## src/inc/pmcap_pkg.sv

```systemverilog
// constants for the power management capability register bank
package pmcap_pkg;
    localparam logic [7:0]  PMCAP_OFS_CAPS       = 8'hdc;
    localparam logic [7:0]  PMCAP_OFS_CTRL       = 8'he0;
    localparam logic [7:0]  PMCAP_OFS_TRAIL      = 8'he4;
    localparam logic [7:0]  PMCAP_PM_CAP_ID      = 8'h01;
    localparam logic [7:0]  PMCAP_PM_NEXT_PTR    = 8'he4;
    localparam logic [7:0]  PMCAP_TRAIL_CAP_ID   = 8'h06;
    localparam logic [7:0]  PMCAP_TRAIL_NEXT_PTR = 8'h00;
    localparam logic [2:0]  PMCAP_PM_VERSION     = 3'h1;
    localparam int          PMCAP_VERSION_LSB    = 16;
    localparam logic [1:0]  PMCAP_STATE_D0       = 2'h0;
    localparam logic [1:0]  PMCAP_STATE_D3       = 2'h3;
    localparam logic [1:0]  PMCAP_STATE_RESET    = 2'h0;
    localparam int          PMCAP_RESET_PULSE_CYCLES = 16;
    typedef enum logic [1:0] {
        PMCAP_IDLE_TYPE,
        PMCAP_RESP_TYPE
    } pmcap_bus_state_type;
endpackage

```

## src/logic/pmcap_reset_pulse.sv

```systemverilog
// stretcher that turns a one-cycle trigger into an internal reset pulse
`timescale 1ns/1ps
module pmcap_reset_pulse #(
    parameter int LENGTH = 16
) (
    input  wire logic ref_clk,
    input  wire logic rst,
    input  wire logic trigger,
    output logic      pulse
);
    localparam int CW = $clog2(LENGTH + 1);
    logic [CW-1:0] count;
    wire  logic    busy = (count != '0);

    always_ff @(posedge ref_clk) begin
        if (rst) begin
            count <= '0;
            pulse <= 1'b0;
        end else begin
            if (trigger) begin
                count <= CW'(LENGTH);
            end else if (busy) begin
                count <= count - 1'b1;
            end
            pulse <= trigger | (count > CW'(1));
        end
    end
endmodule // pmcap_reset_pulse

```

## src/logic/pmcap_regs.sv

```systemverilog
// power management capability registers behind an avalon-mm slave
//
// Decided for this implementation: the Avalon-MM slave port.
`timescale 1ns/1ps
// Behaviour
// - two-bit power state at bits 1:0, 00 is D0, 11 is D3, resets to D0.
// - writes of unimplemented state codes complete but leave the state unchanged.
// - a write moving D3 to D0 fires internal chip reset; secondary reset stays off.
// - capability version bits 18:16 read 001.
// - wake clock bit 19 and wake support bits 31:27 read zero.
// - auxiliary power bit 20 reads zero.
// - device-specific initialization bit 21 reads zero.
// - D1 support bit 25 and D2 support bit 26 read zero.
// - data select bits 12:9 and data scale bits 14:13 read zero.
// - wake status bit 15 reads zero and is read-only.
// - wake enable bit 8 reads zero and cannot be set.
// - entry at E4h holds read-only capability identifier in bits 7:0.
// - next pointer bits 15:8 at E4h read 00h, ending the list.
// - header at DCh carries capability identifier 01h in bits 7:0.
module pmcap_regs
    import pmcap_pkg::*;
(
    input  wire logic        ref_clk,
    input  wire logic        rst,
    input  wire logic [7:0]  avs_address,
    input  wire logic        avs_read,
    input  wire logic        avs_write,
    input  wire logic [31:0] avs_writedata,
    input  wire logic [3:0]  avs_byteenable,
    output logic [31:0]      avs_readdata,
    output logic             avs_waitrequest,
    output logic             chip_reset,
    output logic             secondary_bus_reset,
    output logic [1:0]       power_state
);
    // *****************************
    // bus handshake
    // *****************************
    pmcap_bus_state_type bus_state;
    wire logic request     = avs_read | avs_write;
    wire logic accept      = request & (bus_state == PMCAP_IDLE_TYPE);
    wire logic write_take  = avs_write & accept;

    always_ff @(posedge ref_clk) begin
        if (rst) begin
            bus_state       <= PMCAP_IDLE_TYPE;
            avs_waitrequest <= 1'b1;
        end else begin
            case (bus_state)
                PMCAP_IDLE_TYPE: begin
                    if (request) begin
                        bus_state       <= PMCAP_RESP_TYPE;
                        avs_waitrequest <= 1'b0;
                    end
                end
                PMCAP_RESP_TYPE: begin
                    bus_state       <= PMCAP_IDLE_TYPE;
                    avs_waitrequest <= 1'b1;
                end
                default: begin
                    bus_state       <= PMCAP_IDLE_TYPE;
                    avs_waitrequest <= 1'b1;
                end
            endcase
        end
    end

    // *****************************
    // address decode
    // *****************************
    wire logic [7:0] word_addr = {avs_address[7:2], 2'b00};
    wire logic hit_caps  = (word_addr == PMCAP_OFS_CAPS);
    wire logic hit_ctrl  = (word_addr == PMCAP_OFS_CTRL);
    wire logic hit_trail = (word_addr == PMCAP_OFS_TRAIL);

    // *****************************
    // power state field
    // *****************************
    wire logic [1:0] wr_state     = avs_writedata[1:0];
    wire logic       state_legal  = (wr_state == PMCAP_STATE_D0) | (wr_state == PMCAP_STATE_D3);
    wire logic       state_write  = write_take & hit_ctrl & avs_byteenable[0] & state_legal;
    wire logic [1:0] next_power_state = state_write ? wr_state : power_state;
    wire logic       wake_from_d3 = state_write & (power_state == PMCAP_STATE_D3)
                                    & (wr_state == PMCAP_STATE_D0);

    always_ff @(posedge ref_clk) begin
        if (rst) begin
            power_state <= PMCAP_STATE_RESET;
        end else begin
            power_state <= next_power_state;
        end
    end

    pmcap_reset_pulse #(
        .LENGTH (PMCAP_RESET_PULSE_CYCLES)
    ) u_reset_pulse (
        .ref_clk (ref_clk),
        .rst     (rst),
        .trigger (wake_from_d3),
        .pulse   (chip_reset)
    );

    always_ff @(posedge ref_clk) begin
        if (rst) begin
            secondary_bus_reset <= 1'b0;
        end else begin
            secondary_bus_reset <= 1'b0;
        end
    end

    // *****************************
    // read data
    // *****************************
    // wake, aux, init, d1, d2 and reserved bits all stay zero
    wire logic [31:0] caps_word = {13'h0000, PMCAP_PM_VERSION, PMCAP_PM_NEXT_PTR, PMCAP_PM_CAP_ID};
    // bits 15:2 zero: wake status, data scale, data select, wake enable
    wire logic [31:0] ctrl_word  = {30'h00000000, power_state};
    wire logic [31:0] trail_word = {16'h0000, PMCAP_TRAIL_NEXT_PTR, PMCAP_TRAIL_CAP_ID};
    wire logic [31:0] read_mux   = hit_caps  ? caps_word  :
                                   hit_ctrl  ? ctrl_word  :
                                   hit_trail ? trail_word : 32'h00000000;

    always_ff @(posedge ref_clk) begin
        if (rst) begin
            avs_readdata <= 32'h00000000;
        end else if (avs_read & accept) begin
            avs_readdata <= read_mux;
        end
    end
endmodule // pmcap_regs

```

## config.mk

```make
export PLATFORM = sky130hd
export DESIGN_NAME = pmcap_regs
export DESIGN_NICKNAME = d
export VERILOG_FILES = /design/src/inc/pmcap_pkg.sv /design/src/logic/pmcap_reset_pulse.sv /design/src/logic/pmcap_regs.sv
export SDC_FILE = /design/constraint.sdc
export NUM_CORES = 1
export LEC_CHECK = 0
export BUFFER_PORTS_ARGS = -buffer_cell sky130_fd_sc_hd__buf_2
export CORE_MARGIN = 1
export CORE_UTILIZATION = 33
export DETAILED_ROUTE_END_ITERATION = 7
export PLACE_DENSITY = 0.76
export SYNTH_ARGS = -nofsm -noshare
export SYNTH_HDL_FRONTEND = slang
export SYNTH_SLANG_ARGS = --single-unit
```

## constraint.sdc

```tcl
create_clock -name ref_clk -period 1.57 [get_ports ref_clk]
set_input_delay 0.2355 -clock ref_clk [delete_from_list [all_inputs] [get_ports ref_clk]]
set_output_delay 0.2355 -clock ref_clk [all_outputs]
set_load 0.01 [all_outputs]
```

== Yosys cells after proc, flatten, opt, wreduce, memory -nomap -nowiden ==
Index checks and enable logic that the tools add are counted.

* Logic and storage cells: 37
* Output and inout port bits: 37
* Register bits after elaboration: 42

* Multiplexer cells: 5
* Magnitude comparators: 1
* Bitwise gates (word level): 12
* $add $sub $neg: 1
* Eq/ne operators: 5
* Reduce and logical (&&, ||, !) cells: 6

{| class="wikitable"
|+ Operator list
! operator !! count
|-
| 6-bit equality test (second input constant) || 3
|-
| 17-bit two-way mux || 1
|-
| 5-bit two-way mux || 2
|-
| 1-bit AND || 8
|-
| 3-bit two-way mux || 2
|-
| 5-bit by 1-bit > comparator with 1-bit output (second input constant) || 1
|-
| 5-bit nonzero test || 1
|-
| 5-bit by 1-bit subtractor with 5-bit output (second input constant) || 1
|-
| 2-bit equality test (second input constant) || 2
|-
| 2-bit logical NOT || 2
|-
| 2-bit OR reduction || 2
|-
| 1-bit bitwise OR || 3
|-
| 2-bit nonzero test || 1
|-
| 1-bit NOT || 1
|}

== Logic depth before layout (Yosys ltp) ==
Gate-level depths: netlist (run 1).

* Depth in word-level cells: 9
* Depth in mapped cells: 5

== Cells and area by module ==
From an unflattened synthesis (run 1), not the netlist that was laid out.

* Cells, all modules: 99
* Area total of the unflattened synthesis: 894.6 um2

{| class="wikitable"
|+ By module, submodules not included
! module !! seq. area each (um2) !! cells an instance !! instances !! area an instance (um2)
|-
| pmcap_regs || 160.2 || 72 || 1 || 613.1
|-
| pmcap_reset_pulse || 120.1 || 27 || 1 || 281.5
|}

== Least setup slack after synthesis (run 1) ==
Ideal clock, no wire load.

* Kind: flip-flop to flip-flop
* From: register u_reset_pulse.count[0]
* To: register u_reset_pulse.count[1]
* Path slack: 75 ps
* Period minus slack after synthesis: 1,495 ps
* Stages on the path, launching flop included: 5
* Path buffers: 0
* Library setup time: 103 ps
* Arrival time: 1,391 ps
* Cells stage by stage: dfxtp_1 -> inv_1 -> ha_1 -> or4b_4 -> a2111oi_2

* Longest elaborated chain between the ends: 1
* Elaborated cells on any way between the ends: 2

{| class="wikitable"
|+ Ends and longest elaborated chain
! item !! RTL line !! RTL
|-
| start: declaration || pmcap_reset_pulse.sv:12 || <nowiki>logic [CW-1:0] count;</nowiki>
|-
| start signal: assignment || pmcap_reset_pulse.sv:21 || <nowiki>count <= CW'(LENGTH);</nowiki>
|-
| start signal: assignment || pmcap_reset_pulse.sv:23 || <nowiki>count <= count - 1'b1;</nowiki>
|-
| 5-bit by 1-bit subtractor with 5-bit output / 5-bit nonzero test (equally long branches) || pmcap_reset_pulse.sv:23, pmcap_reset_pulse.sv:13 ||
|}

Parallel ways exist; a longest one is shown, timed or not.
A chain may end at the register's enable or synchronous reset.

== Worst setup path after layout (run 1) ==
* From: register u_reset_pulse.count[1]
* To: register u_reset_pulse.count[1]

Same word-level chain as after synthesis.

==> run summary, run 1 <==
Status: finished clean
Die width: 54.3 um
Die area: 2950 um^2
Tcrit/Tclk final: 96.3%
TritonCTS Buffers: 3
Largest net degree at the start of global routing: 17
Met1 Wirelength: 638 um
DR WL met3: 161 um
Synth Cell Area: 903 um^2
Ys async rst share: 0%
Via density per instance: 4.69
Antenna diodes: 0
Final setup vio count: 0
Maximum clock rate: 0.662 GHz
CP Data Required Time: 1.75 ns
Io pins: 85
Leakage power: 0.465 nW
Most common cell after layout, fill and taps aside: conb_1
Global-route wire length before repair: 2620 um
Final Max Slew Viols: 0
Worst-case clock buffer depth: 2
CTS tree: yes
Post-Syn Instances: 102
Initial antenna violation count: 0
Top sig layer: met4
Post-Synth Adder-Cell Area: 4.16%
Maximum vdd drop: 0.617 mV
Wire per inst: 10.6 um
RePlAce Congestion: 0.736
Antenna Violating Nets Remaining: 0
Hold depth: 3
R2R depth: 4
Core area: 2520 um^2
Commonest non-fill, non-tap cells in the layout: conb_1, buf_2, dfxtp_1
Yosys warning total: 0
Final hold vios: 0
Global route total overflow: 0
Startpoint types: flip-flop
Post-DP HPWL: 1280 um
Synth Area in Compound Gates: 10.2%
Clock-pin slew on the worst setup and hold paths: 0.08 ns
Vias in the first global route: 607
Number of flops mapped to enable cells by yosys: 0
Max-cap violation count: 0
P&R area growth vs syn: 10.8%
Largest family of logic cells by synthesized area: buffers and inverters
Clk sink count: 14
Dominant synthesized flop cell: dfxtp_1
Simple-gate share of the synthesized area: 21.7%
Xor and xnor fraction of the mapped netlist area: 1.94%
Port Buf Inserts: 24
Residual DRC count: 0
Post-synthesis mux area share: 3.46%
Avg Cell Area, Syn: 8.86 um^2
Sequential fraction of the synthesis area: 31.0%
Power Density: 1130 nW/um^2
Number of synthesized register bits: 14
Fill cell count: 252
Count of different cell masters after synthesis: 32
Fin cells: 156
NumNets Final: 179
Detailed Route WL: 1650 um
CTS Root Cell: clkbuf_4
Cell Rows: 18
Post-CTS Setup Bufs: 0
Clk_skew: 0.00268 ns
CP Max Fanout: 5
DR WL met2: 800 um
Crit Path Class: reg2reg
Worst-Skew Late Latency: 0.28 ns
Post-Place Cells: 153
Share of layout cells above drive strength 1: 30.2%
Crit end category: flip-flop
GR Util All Layers: 12.8%
Initial Util: 35.8%
Post-layout util: 39.7%
H-tree lvl count: 1
Pre-antenna DRT Iters: 4
Die height: 54.3 um
WP data arrival: 1.69 ns
Worst min-delay path category: in2reg
Tmin final: 1.51 ns
WHS: 0.224 ns
Vias: 732
Initial DRC count: 8
[critical path, stage by stage, from the launching register on]
cell and delay [ns]:
dfxtp_2 0.34, inv_2 0.08, ha_4 0.14, or4b_4 0.50
a2111oi_4 0.35
[report_power, final]
part           internal, W  switching [W]  total, W
Clock            0.0000890       0.000108  0.000197
Sequential        0.000412      0.0000443  0.000457
Combinational     0.000241       0.000232  0.000473
[timing repair]
item | in CTS | in global routing
hold buffers | 0 | 0
gates resized for setup | 3 | 3
endpoints found under the setup margin | 1 | 1
[metal layers]
layer  vias to the layer above  track usage [%]
met5                         -                0
met4                         0             10.7
met3                         5             1.94
met2                        52             21.5
met1                       322             14.0
li1                        353                -
[per-stage QoR]
| step | setup slack (ns) | setup TNS [ns] | cell area, um^2 | total power (W) |
|---|---|---|---|---|
| floorplan | 0.0755 | 0 | 993 | 0.000792 |
| global placement | -0.0498 | -0.0772 | 952 | 0.000821 |
| detailed placement | -0.0708 | -0.167 | 952 | 0.000851 |
| CTS | 0.0350 | 0 | 987 | 0.00108 |
| global route | -0.00818 | -0.00818 | 1000 | 0.00120 |
| finish | 0.0583 | 0 | 1000 | 0.00113 |
[cells by family after synthesis]
family | after synthesis
DFF | 14
buffers and inverters | 36
AOI/OAI and AO/OA | 13
muxes | 3
adders and majority gates | 3
and+or+nand+nor | 30
other | 1
xor gates and xnor gates | 2
[state kept, by name, indices dropped and copies added, names as in the netlist]
name                 flops
u_reset_pulse.count      5
avs_readdata             4
power_state              2
avs_waitrequest          1
bus_state                1
u_reset_pulse.pulse      1
[layout make-up]
type                            count  area (um^2)  share of cell area, %
Tap cell                           30         37.5                   3.75
Timing Repair Buffer               27          143                   14.3
Inverter                            6         22.5                   2.25
Multi-Input combinational cell     76          494                   49.4
Clock buffer                        3         22.5                   2.25
Sequential cell                    14          282                   28.1
[synthesized netlist by cell type (2+ instances only)]
master | number | area share (%)
inv_1 | 6 | 2.5
nor2_1 | 3 | 1.2
nand4b_1 | 2 | 1.9
nand2b_1 | 5 | 3.5
or4_1 | 2 | 1.7
dfxtp_1 | 14 | 31
nor3_1 | 5 | 2.8
nand2_1 | 4 | 1.7
mux2i_1 | 2 | 2.2
a21oi_1 | 5 | 2.8
nor4_1 | 2 | 1.4
ha_1 | 3 | 4.2
buf_4 | 29 | 24
xnor2_1 | 2 | 1.9
[path summary, 6_finish.rpt]
kind	from	slack, ns	end
worst max-delay path	u_reset_pulse.count[1]	0.06	u_reset_pulse.count[1]
worst min-delay path	avs_writedata[1]	0.22	power_state[1]
worst max register to register	u_reset_pulse.count[1]	0.06	u_reset_pulse.count[1]
worst min register to register	avs_readdata[2]	0.45	avs_readdata[2]
Power figures use the tool's default switching activity.
==> run 2, diff against run 1 <==
--- a/config.mk
+++ b/config.mk
@@ -9,7 +9,7 @@
 export CORE_MARGIN = 1
 export CORE_UTILIZATION = 33
 export DETAILED_ROUTE_END_ITERATION = 7
-export PLACE_DENSITY = 0.76
+export PLACE_DENSITY = 0.74
 export SYNTH_ARGS = -nofsm -noshare
 export SYNTH_HDL_FRONTEND = slang
 export SYNTH_SLANG_ARGS = --single-unit
==> run 2 against run 1 <==
  * Sequential share of layout area decreased by 0.47 points
  * Clock power increased by 31%
  * Hold slack got worse by 0.0016 ns
  * Global-route usage decreased by 1.4 points
  * Total power increased by 4.5%
  * Cell count increased by 0.64%
  * Wire length decreased by 6.1%
  * Critical endpoint unchanged
  * Clock skew increased by 0.0014 ns
==> run summary, run 2 (same netlist as run 1, synthesis figures left out) <==
Global route total overflow: 0 (unchanged)
WHS: 0.222 ns (-0.00156 ns)
Power Density: 1160 nW/um^2 (+3.2%)
Tcrit/Tclk final: 95.9% (-0.37 points)
RePlAce Congestion: 0.736 (about the same)
R2R depth: 4 (unchanged)
Die area: 2950 um^2 (unchanged)
Int Pwr: 0.000788 W (+6.2%)
Antenna Violating Nets Remaining: 0 (unchanged)
Final setup vio count: 0 (unchanged)
Final hold vios: 0 (unchanged)
Core area: 2520 um^2 (unchanged)
Initial antenna violation count: 0 (unchanged)
Antenna diodes: 0 (unchanged)
Most common cell after layout, fill and taps aside: conb_1
Tot Pwr: 0.00118 W (+4.5%)
CP Data Required Time: 1.76 ns (about the same)
R2r setup slk: 0.06 ns (about the same)
NumNets Final: 179 (unchanged)
Vias in the first global route: 606 (-0.16%)
Clock network power share: 21.9% (+4.4 points)
Final WS setup: 0.0642 ns (+0.00587 ns)
Hold_buf cts: 0 (unchanged)
Sequential fraction of design power: 38.2% (-2.3 points)
Post-DP HPWL: 1270 um (-0.90%)
Most flop-heavy register: u_reset_pulse.count
Net load switching power: 0.000389 W (+1.2%)
Worst r2r dst: u_reset_pulse.count[1]
Clock-pin slew on the worst setup and hold paths: 0.09 ns (about the same)
Crit end category: flip-flop
Io pins: 85 (unchanged)
Status: finished clean
Reg2reg start: u_reset_pulse.count[1]
GR Util All Layers: 11.4% (-1.4 points)
Commonest non-fill, non-tap cells in the layout: conb_1, buf_2, dfxtp_1
Die width: 54.3 um (unchanged)
Detailed Route WL: 1550 um (-6.1%)
Port Buf Inserts: 24 (unchanged)
Vias: 701 (-4.2%)
Critical path's slowest cell: or4b_4
Crit. Startpoint: u_reset_pulse.count[1]
Maximum clock rate: 0.664 GHz (+0.39%)
Top flop regs: u_reset_pulse.count x5, avs_readdata x4, power_state x2
Pre-antenna DRT Iters: 4 (unchanged)
TritonCTS Buffers: 3 (unchanged)
Leakage power: 0.472 nW (+1.6%)
Final Max Slew Viols: 0 (unchanged)
Via density per instance: 4.46 (-4.8%)
Clk sink count: 14 (unchanged)
CP Depth: 4 (unchanged)
Largest net degree at the start of global routing: 17 (unchanged)
Maximum vdd drop: 0.619 mV (+0.30%)
Clk_skew: 0.00406 ns (+0.00138 ns)
Post-CTS Setup Bufs: 0 (unchanged)
Comb power frac: 39.9% (-2.1 points)
Initial Util: 35.8% (unchanged)
Worst-case clock buffer depth: 2 (unchanged)
Share of layout cells above drive strength 1: 29.1% (-1.0 points)
Tmin final: 1.51 ns (-0.00587 ns)
Wire per inst: 9.89 um (-6.7%)
Max stage delay on crit path: 0.50 ns (about the same)
Cell family with most CP delay: simple AND/OR/NAND/NOR gates
Crit path to: u_reset_pulse.count[1]
Worst-Skew Late Latency: 0.28 ns (about the same)
CTS tree: yes
Sw frac: 33.1% (-1.1 points)
Max reg flops: 5 (unchanged)
CP Max Fanout: 5 (unchanged)
CP bufs+invs: 1 (unchanged)
Cell Rows: 18 (unchanged)
Pre-CTS setup slack: -0.105 ns (-0.0343 ns)
Setup TNS: 0 ns (unchanged)
Die height: 54.3 um (unchanged)
Global-route wire length before repair: 2420 um (-7.7%)
CTS Root Cell: clkbuf_4
Worst min-delay path category: in2reg
WP data arrival: 1.69 ns (about the same)
Initial DRC count: 5 (-3)
Startpoint types: flip-flop
Fill cell count: 270 (+7.1%)
CTS resizes: 2 (-1)
H-tree lvl count: 1 (unchanged)
P&R area growth vs syn: 12.2%
Worst path cell trace: inv_2 -> ha_4 -> or4b_4 -> a2111oi_4
Residual DRC count: 0 (unchanged)
Max-cap violation count: 0 (unchanged)
Crit Path Class: reg2reg
[run 2: cell types whose count changed in the layout (fill, tap and decap cells not counted)]
cell      change
inv_1         +1
dfxtp_2       -1
inv_2         -1
clkbuf_8      +1
dfxtp_1       +1
[run 2: metal layers]
| metal | up-vias | share of wire [%] | GRT usage (%) |
|---|---|---|---|
| li1 | 351 | - | - |
| met1 | 308 | 43 | 12.1 |
| met2 | 38 | 46 | 21.5 |
| met3 | 4 | 8.3 | 1.11 |
| met4 | 0 | 1.9 | 6.41 |
| met5 | - | 0 | 0 |
[run 2: how the worst min path moves through the flow]
stage / startpoint / endpoint / slack, ns / depth (start not counted)
2_1_floorplan: rst / u_reset_pulse.count[1] / 0.31 / 1
3_3_place_gp: avs_readdata[2] / avs_readdata[2] / 0.44 / 2
3_5_place_dp: avs_readdata[2] / avs_readdata[2] / 0.45 / 2
4_1_cts: avs_writedata[1] / power_state[1] / 0.22 / 3
5_1_grt: avs_writedata[0] / power_state[0] / 0.24 / 3
6_report: avs_writedata[1] / power_state[1] / 0.22 / 3
[run 2: worst register-to-register path: stages, from the launching register on]
cell	delay [ns]
dfxtp_1	0.35
inv_2	0.08
ha_4	0.14
or4b_4	0.50
a2111oi_4	0.35
[run 2: power by group through the flow]
stage	combinational (W)	clock, W	sequential, W
3_5_place_dp	0.000396	0	0.000456
6_report	0.000469	0.000258	0.000450
3_3_place_gp	0.000370	0	0.000452
5_1_grt	0.000529	0.000275	0.000457
4_1_cts	0.000432	0.000265	0.000448
2_1_floorplan	0.000325	0	0.000467
[run 2: layout make-up]
class | instances | area [um^2] | area share, %
inverters | 6 | 22.5 | 2.22
clock buffers | 4 | 36.3 | 3.58
multi-input cells | 76 | 494 | 48.8
repair buffers | 27 | 143 | 14.1
flip-flops and latches | 14 | 280 | 27.7
well taps | 30 | 37.5 | 3.70
[run 2: metrics by stage]
step           instances  utilization, %  cell area [um^2]
6_report             157            40.2              1010
5_1_grt              157            40.2              1010
4_1_cts              157            39.7              1000
3_5_place_dp         153            37.7               952
3_3_place_gp         153            37.7               952
2_1_floorplan        126               -               993
